File: config.mk
export PLATFORM = sky130hd
export DESIGN_NAME = pcrs_top
export DESIGN_NICKNAME = d
export VERILOG_FILES = /design/src/hdl/pcrs_pkg.sv /design/src/hdl/pcrs_clock_monitor.sv /design/src/hdl/pcrs_top.sv
export SDC_FILE = /design/constraint.sdc
export NUM_CORES = 1
export LEC_CHECK = 0
export BUFFER_PORTS_ARGS = -buffer_cell sky130_fd_sc_hd__buf_2
export CAP_MARGIN = 20
export CORE_ASPECT_RATIO = 1.2
export CORE_UTILIZATION = 48
export DETAILED_ROUTE_END_ITERATION = 10
export PLACE_DENSITY = 0.81
export SYNTH_ARGS = -nofsm -noshare
export SYNTH_HDL_FRONTEND = slang
export SYNTH_SLANG_ARGS = --single-unit
File: constraint.sdc
create_clock -name sys_clk_i -period 3.5 [get_ports sys_clk_i]
set_input_delay 0.175 -clock sys_clk_i [delete_from_list [all_inputs] [get_ports sys_clk_i]]
set_output_delay 0.175 -clock sys_clk_i [all_outputs]
set_load 0.01 [all_outputs]
File: src/hdl/pcrs_pkg.sv
// Constants shared by the power, clock and reset status block
`default_nettype none

package pcrs_pkg;

    // Register byte offsets
    localparam logic [7:0]  PCRS_SLEEP_CMD_OFS     = 8'h24;
    localparam logic [7:0]  PCRS_CLK_NEED_OFS      = 8'h28;
    localparam logic [7:0]  PCRS_SLOW_DIV_OFS      = 8'h2c;
    localparam logic [7:0]  PCRS_OSCILLATOR_LOCKED_OFS      = 8'h30;
    localparam logic [7:0]  PCRS_PWR_RST_OFS       = 8'h34;

    // Peripheral bit map shared by the sleep command and clock need registers
    localparam logic [31:0] PCRS_PERIPH_MASK       = 32'h007fffe8;
    localparam logic [31:0] PCRS_SLEEP_CMD_RST     = 32'h00000000;

    // Slow clock divider field
    localparam int          PCRS_SLOW_DIV_W        = 10;
    localparam logic [9:0]  PCRS_SLOW_DIV_RST      = 10'h1e0;

    // Oscillator lock field
    localparam int          PCRS_OSCILLATOR_LOCKED_BIT      = 8;

    // Power and reset status fields
    localparam int          PCRS_HOST_CLK_BIT      = 11;
    localparam int          PCRS_LF_CLK_BIT        = 10;
    localparam int          PCRS_MAIN_RST_BIT      = 6;
    localparam int          PCRS_BAT_RST_BIT       = 5;
    localparam int          PCRS_HOST_RST_BIT      = 3;
    localparam int          PCRS_PWR_GOOD_BIT      = 2;
    localparam logic        PCRS_MAIN_RST_FLAG_RST = 1'b1;
    localparam logic        PCRS_BAT_RST_FLAG_RST  = 1'b0;

    // Clock presence windows: no sampled edge for this long means absent
    localparam int          PCRS_CLK_PERIOD_NS     = 40;
    localparam int          PCRS_HOST_WIN_NS       = 1000;
    localparam int          PCRS_LF_WIN_NS         = 100000;
    localparam int          PCRS_HOST_WIN_CYC      = PCRS_HOST_WIN_NS / PCRS_CLK_PERIOD_NS;
    localparam int          PCRS_LF_WIN_CYC        = PCRS_LF_WIN_NS / PCRS_CLK_PERIOD_NS;
    localparam int          PCRS_WIN_CNT_W         = 12;

    // AXI4-Lite responses
    localparam logic [1:0]  PCRS_RESP_OKAY         = 2'h0;
    localparam logic [1:0]  PCRS_RESP_SLVERR       = 2'h2;

endpackage : pcrs_pkg

`default_nettype wire

File: src/hdl/pcrs_clock_monitor.sv
// Edge-based presence detector for a clock arriving on a pin
`default_nettype none

module pcrs_clock_monitor
    import pcrs_pkg::*;
#(
    parameter int                      CNT_W   = PCRS_WIN_CNT_W,
    parameter logic [CNT_W-1:0]        WIN_CYC = CNT_W'(PCRS_LF_WIN_CYC)
) (
    input  wire logic                  sys_clk_i,
    input  wire logic                  sys_rst_i,
    input  wire logic                  clk_pin_i,
    output logic                       level_o,
    output logic                       seen_o
);

    logic             sync1_reg;
    logic             sync2_reg;
    logic             last_reg;
    logic [CNT_W-1:0] quiet_reg;
    logic [CNT_W-1:0] quiet_next;
    logic             seen_reg;
    logic             seen_next;

    // Sampling only: a fast pin clock aliases but still shows transitions
    always_comb begin
        quiet_next = quiet_reg;
        seen_next  = seen_reg;
        if (sync2_reg != last_reg) begin
            quiet_next = '0;
            seen_next  = 1'b1;
        end else if (quiet_reg == WIN_CYC) begin
            seen_next  = 1'b0;
        end else begin
            quiet_next = quiet_reg + CNT_W'(1);
        end
    end

    always_ff @(posedge sys_clk_i) begin
        sync1_reg <= clk_pin_i;
        sync2_reg <= sync1_reg;
        last_reg  <= sync2_reg;
        if (sys_rst_i) begin
            quiet_reg <= '0;
            seen_reg  <= 1'b0;
        end else begin
            quiet_reg <= quiet_next;
            seen_reg  <= seen_next;
        end
    end

    assign level_o = sync2_reg;
    assign seen_o  = seen_reg;

endmodule // pcrs_clock_monitor

`default_nettype wire

File: src/hdl/pcrs_top.sv
// Power, clock and reset status registers with AXI4-Lite access
//
// Summary of operation
// - Read-only clock-need flags at offset 28h
// - Fixed bit positions for each peripheral flag
// - Slow clock divides by field; zero or one stops
// - Divisor field resets to 1E0h
// - Oscillator lock flag at 30h bit 8
// - Bit 11 shows host bus clock edges
// - Bit 10 shows low-frequency clock edges
// - Low clock from pin or ring oscillator
// - Main-supply reset flag sticky, write-one clears
// - Main reset event beats coincident clear
// - Battery reset flag sticky, write-one clears
// - Battery event beats coincident clear
// - Bit 3 shows live host reset
// - Bit 2 shows live power-good
// - Live bits untouched by any reset
// - Sleep commands at 24h, same positions
`default_nettype none

module pcrs_top
    import pcrs_pkg::*;
#(
    parameter int                      DIV_W = PCRS_SLOW_DIV_W
) (
    input  wire logic                  sys_clk_i,
    input  wire logic                  sys_rst_i,
    // AXI4-Lite slave
    input  wire logic                  s_axi_awvalid_i,
    output logic                       s_axi_awready_o,
    input  wire logic [7:0]            s_axi_awaddr_i,
    input  wire logic                  s_axi_wvalid_i,
    output logic                       s_axi_wready_o,
    input  wire logic [31:0]           s_axi_wdata_i,
    input  wire logic [3:0]            s_axi_wstrb_i,
    output logic                       s_axi_bvalid_o,
    input  wire logic                  s_axi_bready_i,
    output logic [1:0]                 s_axi_bresp_o,
    input  wire logic                  s_axi_arvalid_i,
    output logic                       s_axi_arready_o,
    input  wire logic [7:0]            s_axi_araddr_i,
    output logic                       s_axi_rvalid_o,
    input  wire logic                  s_axi_rready_i,
    output logic [31:0]                s_axi_rdata_o,
    output logic [1:0]                 s_axi_rresp_o,
    // Peripheral side, same clock
    input  wire logic [31:0]           clock_need_i,
    output logic [31:0]                sleep_command_o,
    // Pins and other domains
    input  wire logic                  oscillator_locked_i,
    input  wire logic                  host_bus_clock_i,
    input  wire logic                  low_freq_clock_pin_i,
    input  wire logic                  ring_osc_clock_i,
    input  wire logic                  battery_reset_seen_i,
    input  wire logic                  host_side_reset_input_n_i,
    input  wire logic                  power_good_input_i,
    // Generated clocks and low clock pin presence flag
    output logic                       slow_clock_o,
    output logic                       low_freq_clock_o,
    output logic                       ring_osc_sync_o
);

    ////////////////////////////////////////////////////////////////////////////
    // Input synchronisers and clock monitors

    logic             lock_s1_reg;
    logic             lock_s2_reg;
    logic             bat_s1_reg;
    logic             bat_s2_reg;
    logic             hrst_s1_reg;
    logic             hrst_s2_reg;
    logic             pgood_s1_reg;
    logic             pgood_s2_reg;
    logic             ring_s1_reg;
    logic             ring_s2_reg;
    logic             host_clk_seen;
    logic             lf_clk_seen;
    logic             lf_clk_level;

    // Live inputs carry no reset so no reset event can disturb them
    always_ff @(posedge sys_clk_i) begin
        lock_s1_reg  <= oscillator_locked_i;
        lock_s2_reg  <= lock_s1_reg;
        bat_s1_reg   <= battery_reset_seen_i;
        bat_s2_reg   <= bat_s1_reg;
        hrst_s1_reg  <= host_side_reset_input_n_i;
        hrst_s2_reg  <= hrst_s1_reg;
        pgood_s1_reg <= power_good_input_i;
        pgood_s2_reg <= pgood_s1_reg;
        ring_s1_reg  <= ring_osc_clock_i;
        ring_s2_reg  <= ring_s1_reg;
    end

    pcrs_clock_monitor #(
        .CNT_W   (PCRS_WIN_CNT_W),
        .WIN_CYC (PCRS_WIN_CNT_W'(PCRS_HOST_WIN_CYC))
    ) u_host_mon (
        .sys_clk_i (sys_clk_i),
        .sys_rst_i (sys_rst_i),
        .clk_pin_i (host_bus_clock_i),
        .level_o   (),
        .seen_o    (host_clk_seen)
    );

    pcrs_clock_monitor #(
        .CNT_W   (PCRS_WIN_CNT_W),
        .WIN_CYC (PCRS_WIN_CNT_W'(PCRS_LF_WIN_CYC))
    ) u_lf_mon (
        .sys_clk_i (sys_clk_i),
        .sys_rst_i (sys_rst_i),
        .clk_pin_i (low_freq_clock_pin_i),
        .level_o   (lf_clk_level),
        .seen_o    (lf_clk_seen)
    );

    ////////////////////////////////////////////////////////////////////////////
    // AXI4-Lite slave and registers

    logic             aw_full_reg;
    logic             aw_full_next;
    logic [7:0]       aw_addr_reg;
    logic [7:0]       aw_addr_next;
    logic             w_full_reg;
    logic             w_full_next;
    logic [31:0]      w_data_reg;
    logic [31:0]      w_data_next;
    logic [3:0]       w_strb_reg;
    logic [3:0]       w_strb_next;
    logic             bvalid_reg;
    logic             bvalid_next;
    logic [1:0]       bresp_reg;
    logic [1:0]       bresp_next;
    logic             rvalid_reg;
    logic             rvalid_next;
    logic [31:0]      rdata_reg;
    logic [31:0]      rdata_next;
    logic [1:0]       rresp_reg;
    logic [1:0]       rresp_next;
    logic [31:0]      sleep_reg;
    logic [31:0]      sleep_next;
    logic [31:0]      need_reg;
    logic [DIV_W-1:0] div_reg;
    logic [DIV_W-1:0] div_next;
    logic             main_flag_reg;
    logic             main_flag_next;
    logic             bat_flag_reg;
    logic             bat_flag_next;
    logic             do_write;
    logic [31:0]      wmask;
    logic [31:0]      status_word;

    always_comb begin
        wmask = {{8{w_strb_reg[3]}}, {8{w_strb_reg[2]}}, {8{w_strb_reg[1]}}, {8{w_strb_reg[0]}}};
        status_word = '0;
        status_word[PCRS_HOST_CLK_BIT] = host_clk_seen;
        status_word[PCRS_LF_CLK_BIT]   = lf_clk_seen;
        status_word[PCRS_MAIN_RST_BIT] = main_flag_reg;
        status_word[PCRS_BAT_RST_BIT]  = bat_flag_reg;
        status_word[PCRS_HOST_RST_BIT] = hrst_s2_reg;
        status_word[PCRS_PWR_GOOD_BIT] = pgood_s2_reg;
    end

    // Write happens once both halves are held and no response is pending
    assign do_write = aw_full_reg && w_full_reg && !bvalid_reg;

    always_comb begin
        aw_full_next   = aw_full_reg;
        aw_addr_next   = aw_addr_reg;
        w_full_next    = w_full_reg;
        w_data_next    = w_data_reg;
        w_strb_next    = w_strb_reg;
        bvalid_next    = bvalid_reg;
        bresp_next     = bresp_reg;
        sleep_next     = sleep_reg;
        div_next       = div_reg;
        main_flag_next = main_flag_reg;
        bat_flag_next  = bat_flag_reg;
        if (s_axi_awvalid_i && !aw_full_reg) begin
            aw_full_next = 1'b1;
            aw_addr_next = s_axi_awaddr_i;
        end
        if (s_axi_wvalid_i && !w_full_reg) begin
            w_full_next = 1'b1;
            w_data_next = s_axi_wdata_i;
            w_strb_next = s_axi_wstrb_i;
        end
        if (bvalid_reg && s_axi_bready_i) begin
            bvalid_next = 1'b0;
        end
        if (do_write) begin
            aw_full_next = 1'b0;
            w_full_next  = 1'b0;
            bvalid_next  = 1'b1;
            bresp_next   = PCRS_RESP_OKAY;
            unique case (aw_addr_reg)
                PCRS_SLEEP_CMD_OFS: begin
                    sleep_next = ((sleep_reg & ~wmask) | (w_data_reg & wmask)) & PCRS_PERIPH_MASK;
                end
                PCRS_SLOW_DIV_OFS: begin
                    div_next = (div_reg & ~wmask[DIV_W-1:0]) | (w_data_reg[DIV_W-1:0] & wmask[DIV_W-1:0]);
                end
                PCRS_PWR_RST_OFS: begin
                    if (w_strb_reg[0] && w_data_reg[PCRS_MAIN_RST_BIT]) begin
                        main_flag_next = 1'b0;
                    end
                    if (w_strb_reg[0] && w_data_reg[PCRS_BAT_RST_BIT]) begin
                        bat_flag_next = 1'b0;
                    end
                end
                PCRS_CLK_NEED_OFS, PCRS_OSCILLATOR_LOCKED_OFS: begin
                    bresp_next = PCRS_RESP_OKAY;
                end
                default: begin
                    bresp_next = PCRS_RESP_SLVERR;
                end
            endcase
        end
        if (bat_s2_reg) begin
            bat_flag_next = 1'b1;
        end
    end

    always_comb begin
        rvalid_next = rvalid_reg;
        rdata_next  = rdata_reg;
        rresp_next  = rresp_reg;
        if (rvalid_reg && s_axi_rready_i) begin
            rvalid_next = 1'b0;
        end
        if (s_axi_arvalid_i && !rvalid_reg) begin
            rvalid_next = 1'b1;
            rresp_next  = PCRS_RESP_OKAY;
            rdata_next  = '0;
            unique case (s_axi_araddr_i)
                PCRS_SLEEP_CMD_OFS: begin
                    rdata_next = sleep_reg;
                end
                PCRS_CLK_NEED_OFS: begin
                    rdata_next = need_reg;
                end
                PCRS_SLOW_DIV_OFS: begin
                    rdata_next[DIV_W-1:0] = div_reg;
                end
                PCRS_OSCILLATOR_LOCKED_OFS: begin
                    rdata_next[PCRS_OSCILLATOR_LOCKED_BIT] = lock_s2_reg;
                end
                PCRS_PWR_RST_OFS: begin
                    rdata_next = status_word;
                end
                default: begin
                    rresp_next = PCRS_RESP_SLVERR;
                end
            endcase
        end
    end

    always_ff @(posedge sys_clk_i) begin
        if (sys_rst_i) begin
            aw_full_reg   <= 1'b0;
            aw_addr_reg   <= '0;
            w_full_reg    <= 1'b0;
            w_data_reg    <= '0;
            w_strb_reg    <= '0;
            bvalid_reg    <= 1'b0;
            bresp_reg     <= PCRS_RESP_OKAY;
            rvalid_reg    <= 1'b0;
            rdata_reg     <= '0;
            rresp_reg     <= PCRS_RESP_OKAY;
            sleep_reg     <= PCRS_SLEEP_CMD_RST;
            need_reg      <= '0;
            div_reg       <= PCRS_SLOW_DIV_RST;
            main_flag_reg <= PCRS_MAIN_RST_FLAG_RST;
            bat_flag_reg  <= PCRS_BAT_RST_FLAG_RST;
        end else begin
            aw_full_reg   <= aw_full_next;
            aw_addr_reg   <= aw_addr_next;
            w_full_reg    <= w_full_next;
            w_data_reg    <= w_data_next;
            w_strb_reg    <= w_strb_next;
            bvalid_reg    <= bvalid_next;
            bresp_reg     <= bresp_next;
            rvalid_reg    <= rvalid_next;
            rdata_reg     <= rdata_next;
            rresp_reg     <= rresp_next;
            sleep_reg     <= sleep_next;
            need_reg      <= clock_need_i & PCRS_PERIPH_MASK;
            div_reg       <= div_next;
            main_flag_reg <= main_flag_next;
            bat_flag_reg  <= bat_flag_next;
        end
    end

    ////////////////////////////////////////////////////////////////////////////
    // Slow clock divider and low-frequency clock select

    logic [DIV_W-1:0] div_cnt_reg;
    logic [DIV_W-1:0] div_cnt_next;
    logic [DIV_W-1:0] div_cur_reg;
    logic [DIV_W-1:0] div_cur_next;
    logic             slow_reg;
    logic             slow_next;
    logic             lfo_reg;
    logic             lfo_next;
    logic             rsync_reg;
    logic             rsync_next;

    always_comb begin
        div_cur_next = div_cur_reg;
        div_cnt_next = div_cnt_reg + DIV_W'(1);
        if ((div_cnt_reg >= div_cur_reg - DIV_W'(1)) || (div_cur_reg == '0)) begin
            div_cnt_next = '0;
            div_cur_next = div_reg;
        end
        slow_next = (div_cur_next != '0) && (div_cnt_next < (div_cur_next >> 1));
        lfo_next   = lf_clk_seen ? lf_clk_level : ring_s2_reg;
        rsync_next = lf_clk_seen;
    end

    always_ff @(posedge sys_clk_i) begin
        if (sys_rst_i) begin
            div_cnt_reg <= '0;
            div_cur_reg <= PCRS_SLOW_DIV_RST;
            slow_reg    <= 1'b0;
            lfo_reg     <= 1'b0;
            rsync_reg   <= 1'b0;
        end else begin
            div_cnt_reg <= div_cnt_next;
            div_cur_reg <= div_cur_next;
            slow_reg    <= slow_next;
            lfo_reg     <= lfo_next;
            rsync_reg   <= rsync_next;
        end
    end

    assign s_axi_awready_o = !aw_full_reg;
    assign s_axi_wready_o  = !w_full_reg;
    assign s_axi_bvalid_o  = bvalid_reg;
    assign s_axi_bresp_o   = bresp_reg;
    assign s_axi_arready_o = !rvalid_reg;
    assign s_axi_rvalid_o  = rvalid_reg;
    assign s_axi_rdata_o   = rdata_reg;
    assign s_axi_rresp_o   = rresp_reg;
    assign sleep_command_o = sleep_reg;
    assign slow_clock_o    = slow_reg;
    assign low_freq_clock_o = lfo_reg;
    assign ring_osc_sync_o = rsync_reg;

endmodule // pcrs_top

`default_nettype wire

# Word-level counts from Yosys, hierarchy flattened
# Cells that the tools add are included.
[word_totals]
reg_bits = 202
latch_bits = 0
ramBits = 0
rom_bits = 0
output_inout_bits = 76
mem_count = 0
[classes]
n_addsub = 4
n_mul = 0
div = 0
n_lt_le_gt_ge = 2
n_eq_ne = 14
shift = 0
muxes = 21
n_bitwise = 8
reduce_logical = 33
[ops]
columns = ["operator", "count"]
rows = [
  ["$eq A8 B6 Y1 const B", 10],
  ["$pmux W22 S3", 1],
  ["$and A23 B23 Y23", 2],
  ["$pmux W8 S4", 1],
  ["$add A12 B1 Y12 const B", 2],
  ["$not A23 Y23", 1],
  ["$or A23 B23 Y23", 1],
  ["$and A10 B10 Y10", 2],
  ["$mux W10", 2],
  ["$reduce_bool A2 Y1", 7],
  ["$mux W1", 13],
  ["$eq A12 B12 Y1 const B", 1],
  ["$eq A12 B5 Y1 const B", 1],
  ["$add A10 B1 Y10 const B", 1],
  ["$ge A10 B10 Y1", 1],
  ["$logic_and A1 B1 Y1", 10],
  ["$logic_not A10 Y1", 1],
  ["$lt A10 B9 Y1", 1],
  ["$not A10 Y10", 1],
  ["$or A10 B10 Y10", 1],
  ["$reduce_bool A10 Y1", 1],
  ["$reduce_or A5 Y1", 2],
  ["$sub A10 B1 Y10 const B", 1],
  ["$reduce_and A3 Y1", 2],
  ["other kinds (8)", 16],
]

# Logic depth before layout (Yosys ltp)
[depth]
ltp_word = 6
mapped_depth = 21
mapped_depth_nobuf = 19

# Modules after synthesis
# Synthesis repeated with hierarchy kept, for this count alone.
[hier_totals]
hier_cells = 835
area_unflattened_um2 = 7516.0
[by_module_without_submodules]
columns = ["module", "n_inst", "cells_per_inst", "area_per_inst_um2"]
rows = [
  ["pcrs_top", 1, 682, 6047.0],
  ["pcrs_clock_monitor at u_lf_mon", 1, 75, 752.0],
  ["pcrs_clock_monitor at u_host_mon", 1, 78, 716.9],
]

# Worst setup path after synthesis
# OpenSTA, ideal clock, no wires.
[synth_path]
kind = "register to register"
startpoint = "register div_cur_reg[4]"
endpoint = "register slow_reg, in the netlist slow_clock_o"
setup_time_ps = 59
arrival_time_ps = 3625
required_ps = 3441
setup_slack_ps = -184
path_stages_with_launch = 19
n_path_buf = 2
synth_period_minus_slack_ps = 3684
cell_sequence = "dfxtp_1 nor4_4 nand2_1 nor3_1 xnor2_1 ha_1 nand4_1 o41a_1 nand3_2 buf_8 buf_2 nor2_1 ha_1 a21o_1 a21o_1 a221o_1 nand2_1 o211a_1 o311a_1"
[synth_between]
elab_chain_cells = 6
[synth_rtl]
columns = ["item", "line_no", "rtl"]
rows = [
  ["from (decl)", "pcrs_top.sv:299", "logic [DIV_W-1:0] div_cur_reg;"],
  ["from (signal assigned)", "pcrs_top.sv:329", "div_cur_reg <= div_cur_next;"],
  ["$sub A10 B1 Y10", "pcrs_top.sv:311", "if ((div_cnt_reg >= div_cur_reg - DIV_W'(1)) || (div_cur_reg == '0)) begin"],
  ["$ge A10 B10 Y1", "pcrs_top.sv:311", ""],
  ["$logic_or A1 B1 Y1 (*)", "pcrs_top.sv:311", ""],
  ["$mux W10 (*)", "pcrs_top.sv:311", ""],
  ["named net div_cnt_next[3]", "pcrs_top.sv:298", "logic [DIV_W-1:0] div_cnt_next;"],
  ["$lt A10 B9 Y1 (*)", "pcrs_top.sv:315", "slow_next = (div_cur_next != '0) && (div_cnt_next < (div_cur_next >> 1));"],
  ["$logic_and A1 B1 Y1 (*)", "pcrs_top.sv:315", ""],
  ["to (signal assigned)", "pcrs_top.sv:330", "slow_reg <= slow_next;"],
  ["to (decl)", "pcrs_top.sv:301", "logic slow_reg;"],
]
# The timed path passes the listed nets; every way through them passes the cells marked *.
# A chain may end at the register's enable or synchronous reset.

# Worst setup path after layout
[layout_path]
startpoint = "register div_cur_reg[6]"
endpoint = "register slow_reg, in the netlist slow_clock_o"
[layout_between]
elab_chain_cells = 6
[layout_rtl]
columns = ["item", "line_no"]
rows = [
  ["$sub A10 B1 Y10", "pcrs_top.sv:311"],
  ["$ge A10 B10 Y1", "pcrs_top.sv:311"],
  ["$logic_or A1 B1 Y1", "pcrs_top.sv:311"],
  ["$mux W10", "pcrs_top.sv:311"],
  ["$lt A10 B9 Y1 or $reduce_bool A10 Y1 (tied branches)", "pcrs_top.sv:315"],
  ["$logic_and A1 B1 Y1 (*)", "pcrs_top.sv:315"],
]
# Every way passes the cells marked *; elsewhere a longest branch is shown, timed or not.

==> results.toml <==
[outcome]
outcome = "complete, but fails checks"
violations = "setup timing"

[finish]
nets = 1135
layout_commonest_cell = "dfxtp_1"
area_growth_syn_to_layout_pct = 28.7
fin_area_um2 = 9510
layout_common_cells = "175 x dfxtp_1, 125 x buf_2, 106 x nand2_1"
drive_above_1_share = 0.210
antenna_cells = 0
instances_no_fill = 1230

[die]
die-area_um2 = 15900
core_um2 = 15000
die_w_um = 115
io_pins = 174
rows = 49
start_util = 0.492
die_h_um = 138

[cts]
path_clk_slew_ps = 60
cts-buffers-inserted = 17
cts_tree = "yes"
root_buffer = "clkbuf_16"
clk_latency_ps = 430
cts.path.max_buffers = 2
cts.sinks = 178
htree_levels = 4

[sta]
setup_ws_ps = -146
fmax_mhz = 274
hold_viol = 0
tightest_slew_ps = 939
timing.final.crit_share = 1.04
finalClockSkew_ps = 7.78
setup_viol = 1
rsz0062_at_grt = "true"
fin_crit_ps = 3650
max-slew-margin-rel = 0.372
fin_hold_ws_ps = 16.5
finalMaxSlewViolations = 0

[place]
place_hpwl_um = 12500
gp_congestion = 0.880
io_buffers = 126
place_inst = 1135
placed_cell_area_um2 = 8210

[power_and_ir_drop]
peakVddDrop_mv = 0.363
leakagePower_nw = 3.97
finalPower_mw = 4.45
p_per_area_nw_per_um2 = 468

[route]
met3_wirelength_um = 1240
drt-total-wl_um = 19200
drc = 0
routed_via_density = 5.30
wl_met1_um = 7500
drtAntennaViolNets = 0
wl_per_cell_um = 15.6
drtIter0Drc = 525
firstDrtPassIters = 6
highest_layer = "met4"
wl_met2_um = 9880
vias = 6525

[grt]
grt_pass1_wl_um = 30700
grt_overflow = 0
grt_max_degree = 72
grt_usage = 0.251
grt_pass1_vias = 6465
antenna_found_initial = 0

[yosys]
synth_top_family_by_area = "simple AND/OR/NAND/NOR gates"
synth-adder-area-share = 0.0406
synth_ff_type = "dfxtp_1"
ys_async_sr_fraction = 0
synth_area_per_cell_um2 = 8.96
ys_seq_elements = 178
synth_compound_area_frac = 0.110
synth_area_um2 = 7390
ys_warn_count = 0
ys_types = 56
muxShareOfSynthArea = 0.0361
yosys.area_share.simple = 0.225
syn-instance-count = 825
synth_xor_area_frac = 0.0439
synth-edff-count = 0
synth-seq-area-share = 0.482

[setup_path]
max_stage_delay_ps = 440
critPathKind = "reg2reg"
worstSetupEndpointType = "flip-flop"
cp.arrival_ps = 4010
path_cells = "nor4_4 > buf_4 > nand2b_4 > nor2_4 > xnor2_1 > ha_1 > nand4_1 > o41a_1 > nand3_4 > mux2i_2 > ha_1 > a21o_1 > a21o_1 > a221o_1 > nand2_1 > o211a_1 > o311a_1"
cp.required_ps = 3870
critPathSlowestCell = "o41a_1"
crit_fanout = 7
path_buf_inv = 1
start_kind = "flip-flop"
critPathTopFamily = "compound AO/OA/AOI/OAI gates"

[flow_run]
maxCapViolations = 0

[min_path]
hold_path.class = "in2reg"
-- tightest hold or removal path, stage by stage --
cell	delay (ps)
buf_2	70
nand2b_1	90
a21oi_1	60
-- layer usage --
metal  global-route usage  vias up
met5                    0        -
met4                0.112        0
met3               0.0586       50
met2                0.460      248
met1                0.274     3059
li1                     -     3168
-- per-stage QoR --
step	TNS, ps	setup WS [ps]	utilization
6_report	-146	-146	0.633
3_3_place_gp	-67.3	-67.3	0.547
2_1_floorplan	-55.3	-55.3	-
3_5_place_dp	-185	-185	0.547
4_1_cts	-147	-147	0.629
5_1_grt	-359	-359	0.633
-- cell usage after synthesis, drive strengths merged, types with 2 or more instances --
master / count / area share
and2: 2 / 0.0017
xor2: 20 / 0.024
a22oi: 6 / 0.0061
nor2: 86 / 0.044
nand2: 107 / 0.054
a211oi: 4 / 0.0041
inv: 19 / 0.0097
or4: 3 / 0.0036
nand2b: 13 / 0.011
a22o: 8 / 0.0095
o211ai: 3 / 0.0030
mux2i: 21 / 0.028
o21ai: 7 / 0.0047
and4: 4 / 0.0047
a221oi: 11 / 0.013
nand4: 7 / 0.0059
mux2: 5 / 0.0076
nor4: 9 / 0.010
ha: 24 / 0.041
a222oi: 5 / 0.0068
a21oi: 65 / 0.044
buf: 35 / 0.035
dfxtp: 178 / 0.48
xnor2: 17 / 0.020
or3: 3 / 0.0025
nor2b: 29 / 0.025
nand3: 41 / 0.028
nor4b: 3 / 0.0036
and3: 7 / 0.0059
a2bb2oi: 2 / 0.0024
and3b: 3 / 0.0036
nor3: 27 / 0.018
clkbuf: 33 / 0.017
a21o: 5 / 0.0051
a221o: 2 / 0.0027
-- final cells by class --
class                   instances  area [um2]
clock inverters                14         176
flip-flops and latches        178        3570
multi-input cells             583        3550
inverters                      19        71.3
repair buffers                214        1460
fillers                      1136        5510
clock buffers                  18         439
well taps                     204         255
-- power breakdown --
| group | internal, mW | switching [mW] |
|---|---|---|
| clock network | 1.15 | 0.817 |
| registers | 2.10 | 0.0492 |
| logic | 0.158 | 0.180 |
-- kinds of logic after synthesis --
logic type / Yosys count
fa+ha+maj: 24
mux: 26
flops: 178
xor+xnor: 37
compound gates: 125
simple gates: 347
buf+inv: 87
other cells: 1
-- final timing paths --
check	start	slack [ps]	to	cells past startpoint
setup reg to reg	div_cur_reg[6]	-150	slow_clock_o	17
hold reg to reg	ring_s1_reg	330	ring_s2_reg	0
hold / removal	s_axi_bready_i	20	s_axi_bvalid_o	3
setup / recovery	div_cur_reg[6]	-150	slow_clock_o	17
-- what timing repair did --
item                                   4_1_cts  5_1_grt
setup endpoints to repair                    1        1
endpoints found under the hold margin       58        0
setup buffers                                2        3
hold buffers                                58        0
pin swaps                                    9        7
gates resized for setup                      7        8
No activity file was read; power rests on OpenSTA's default activity.
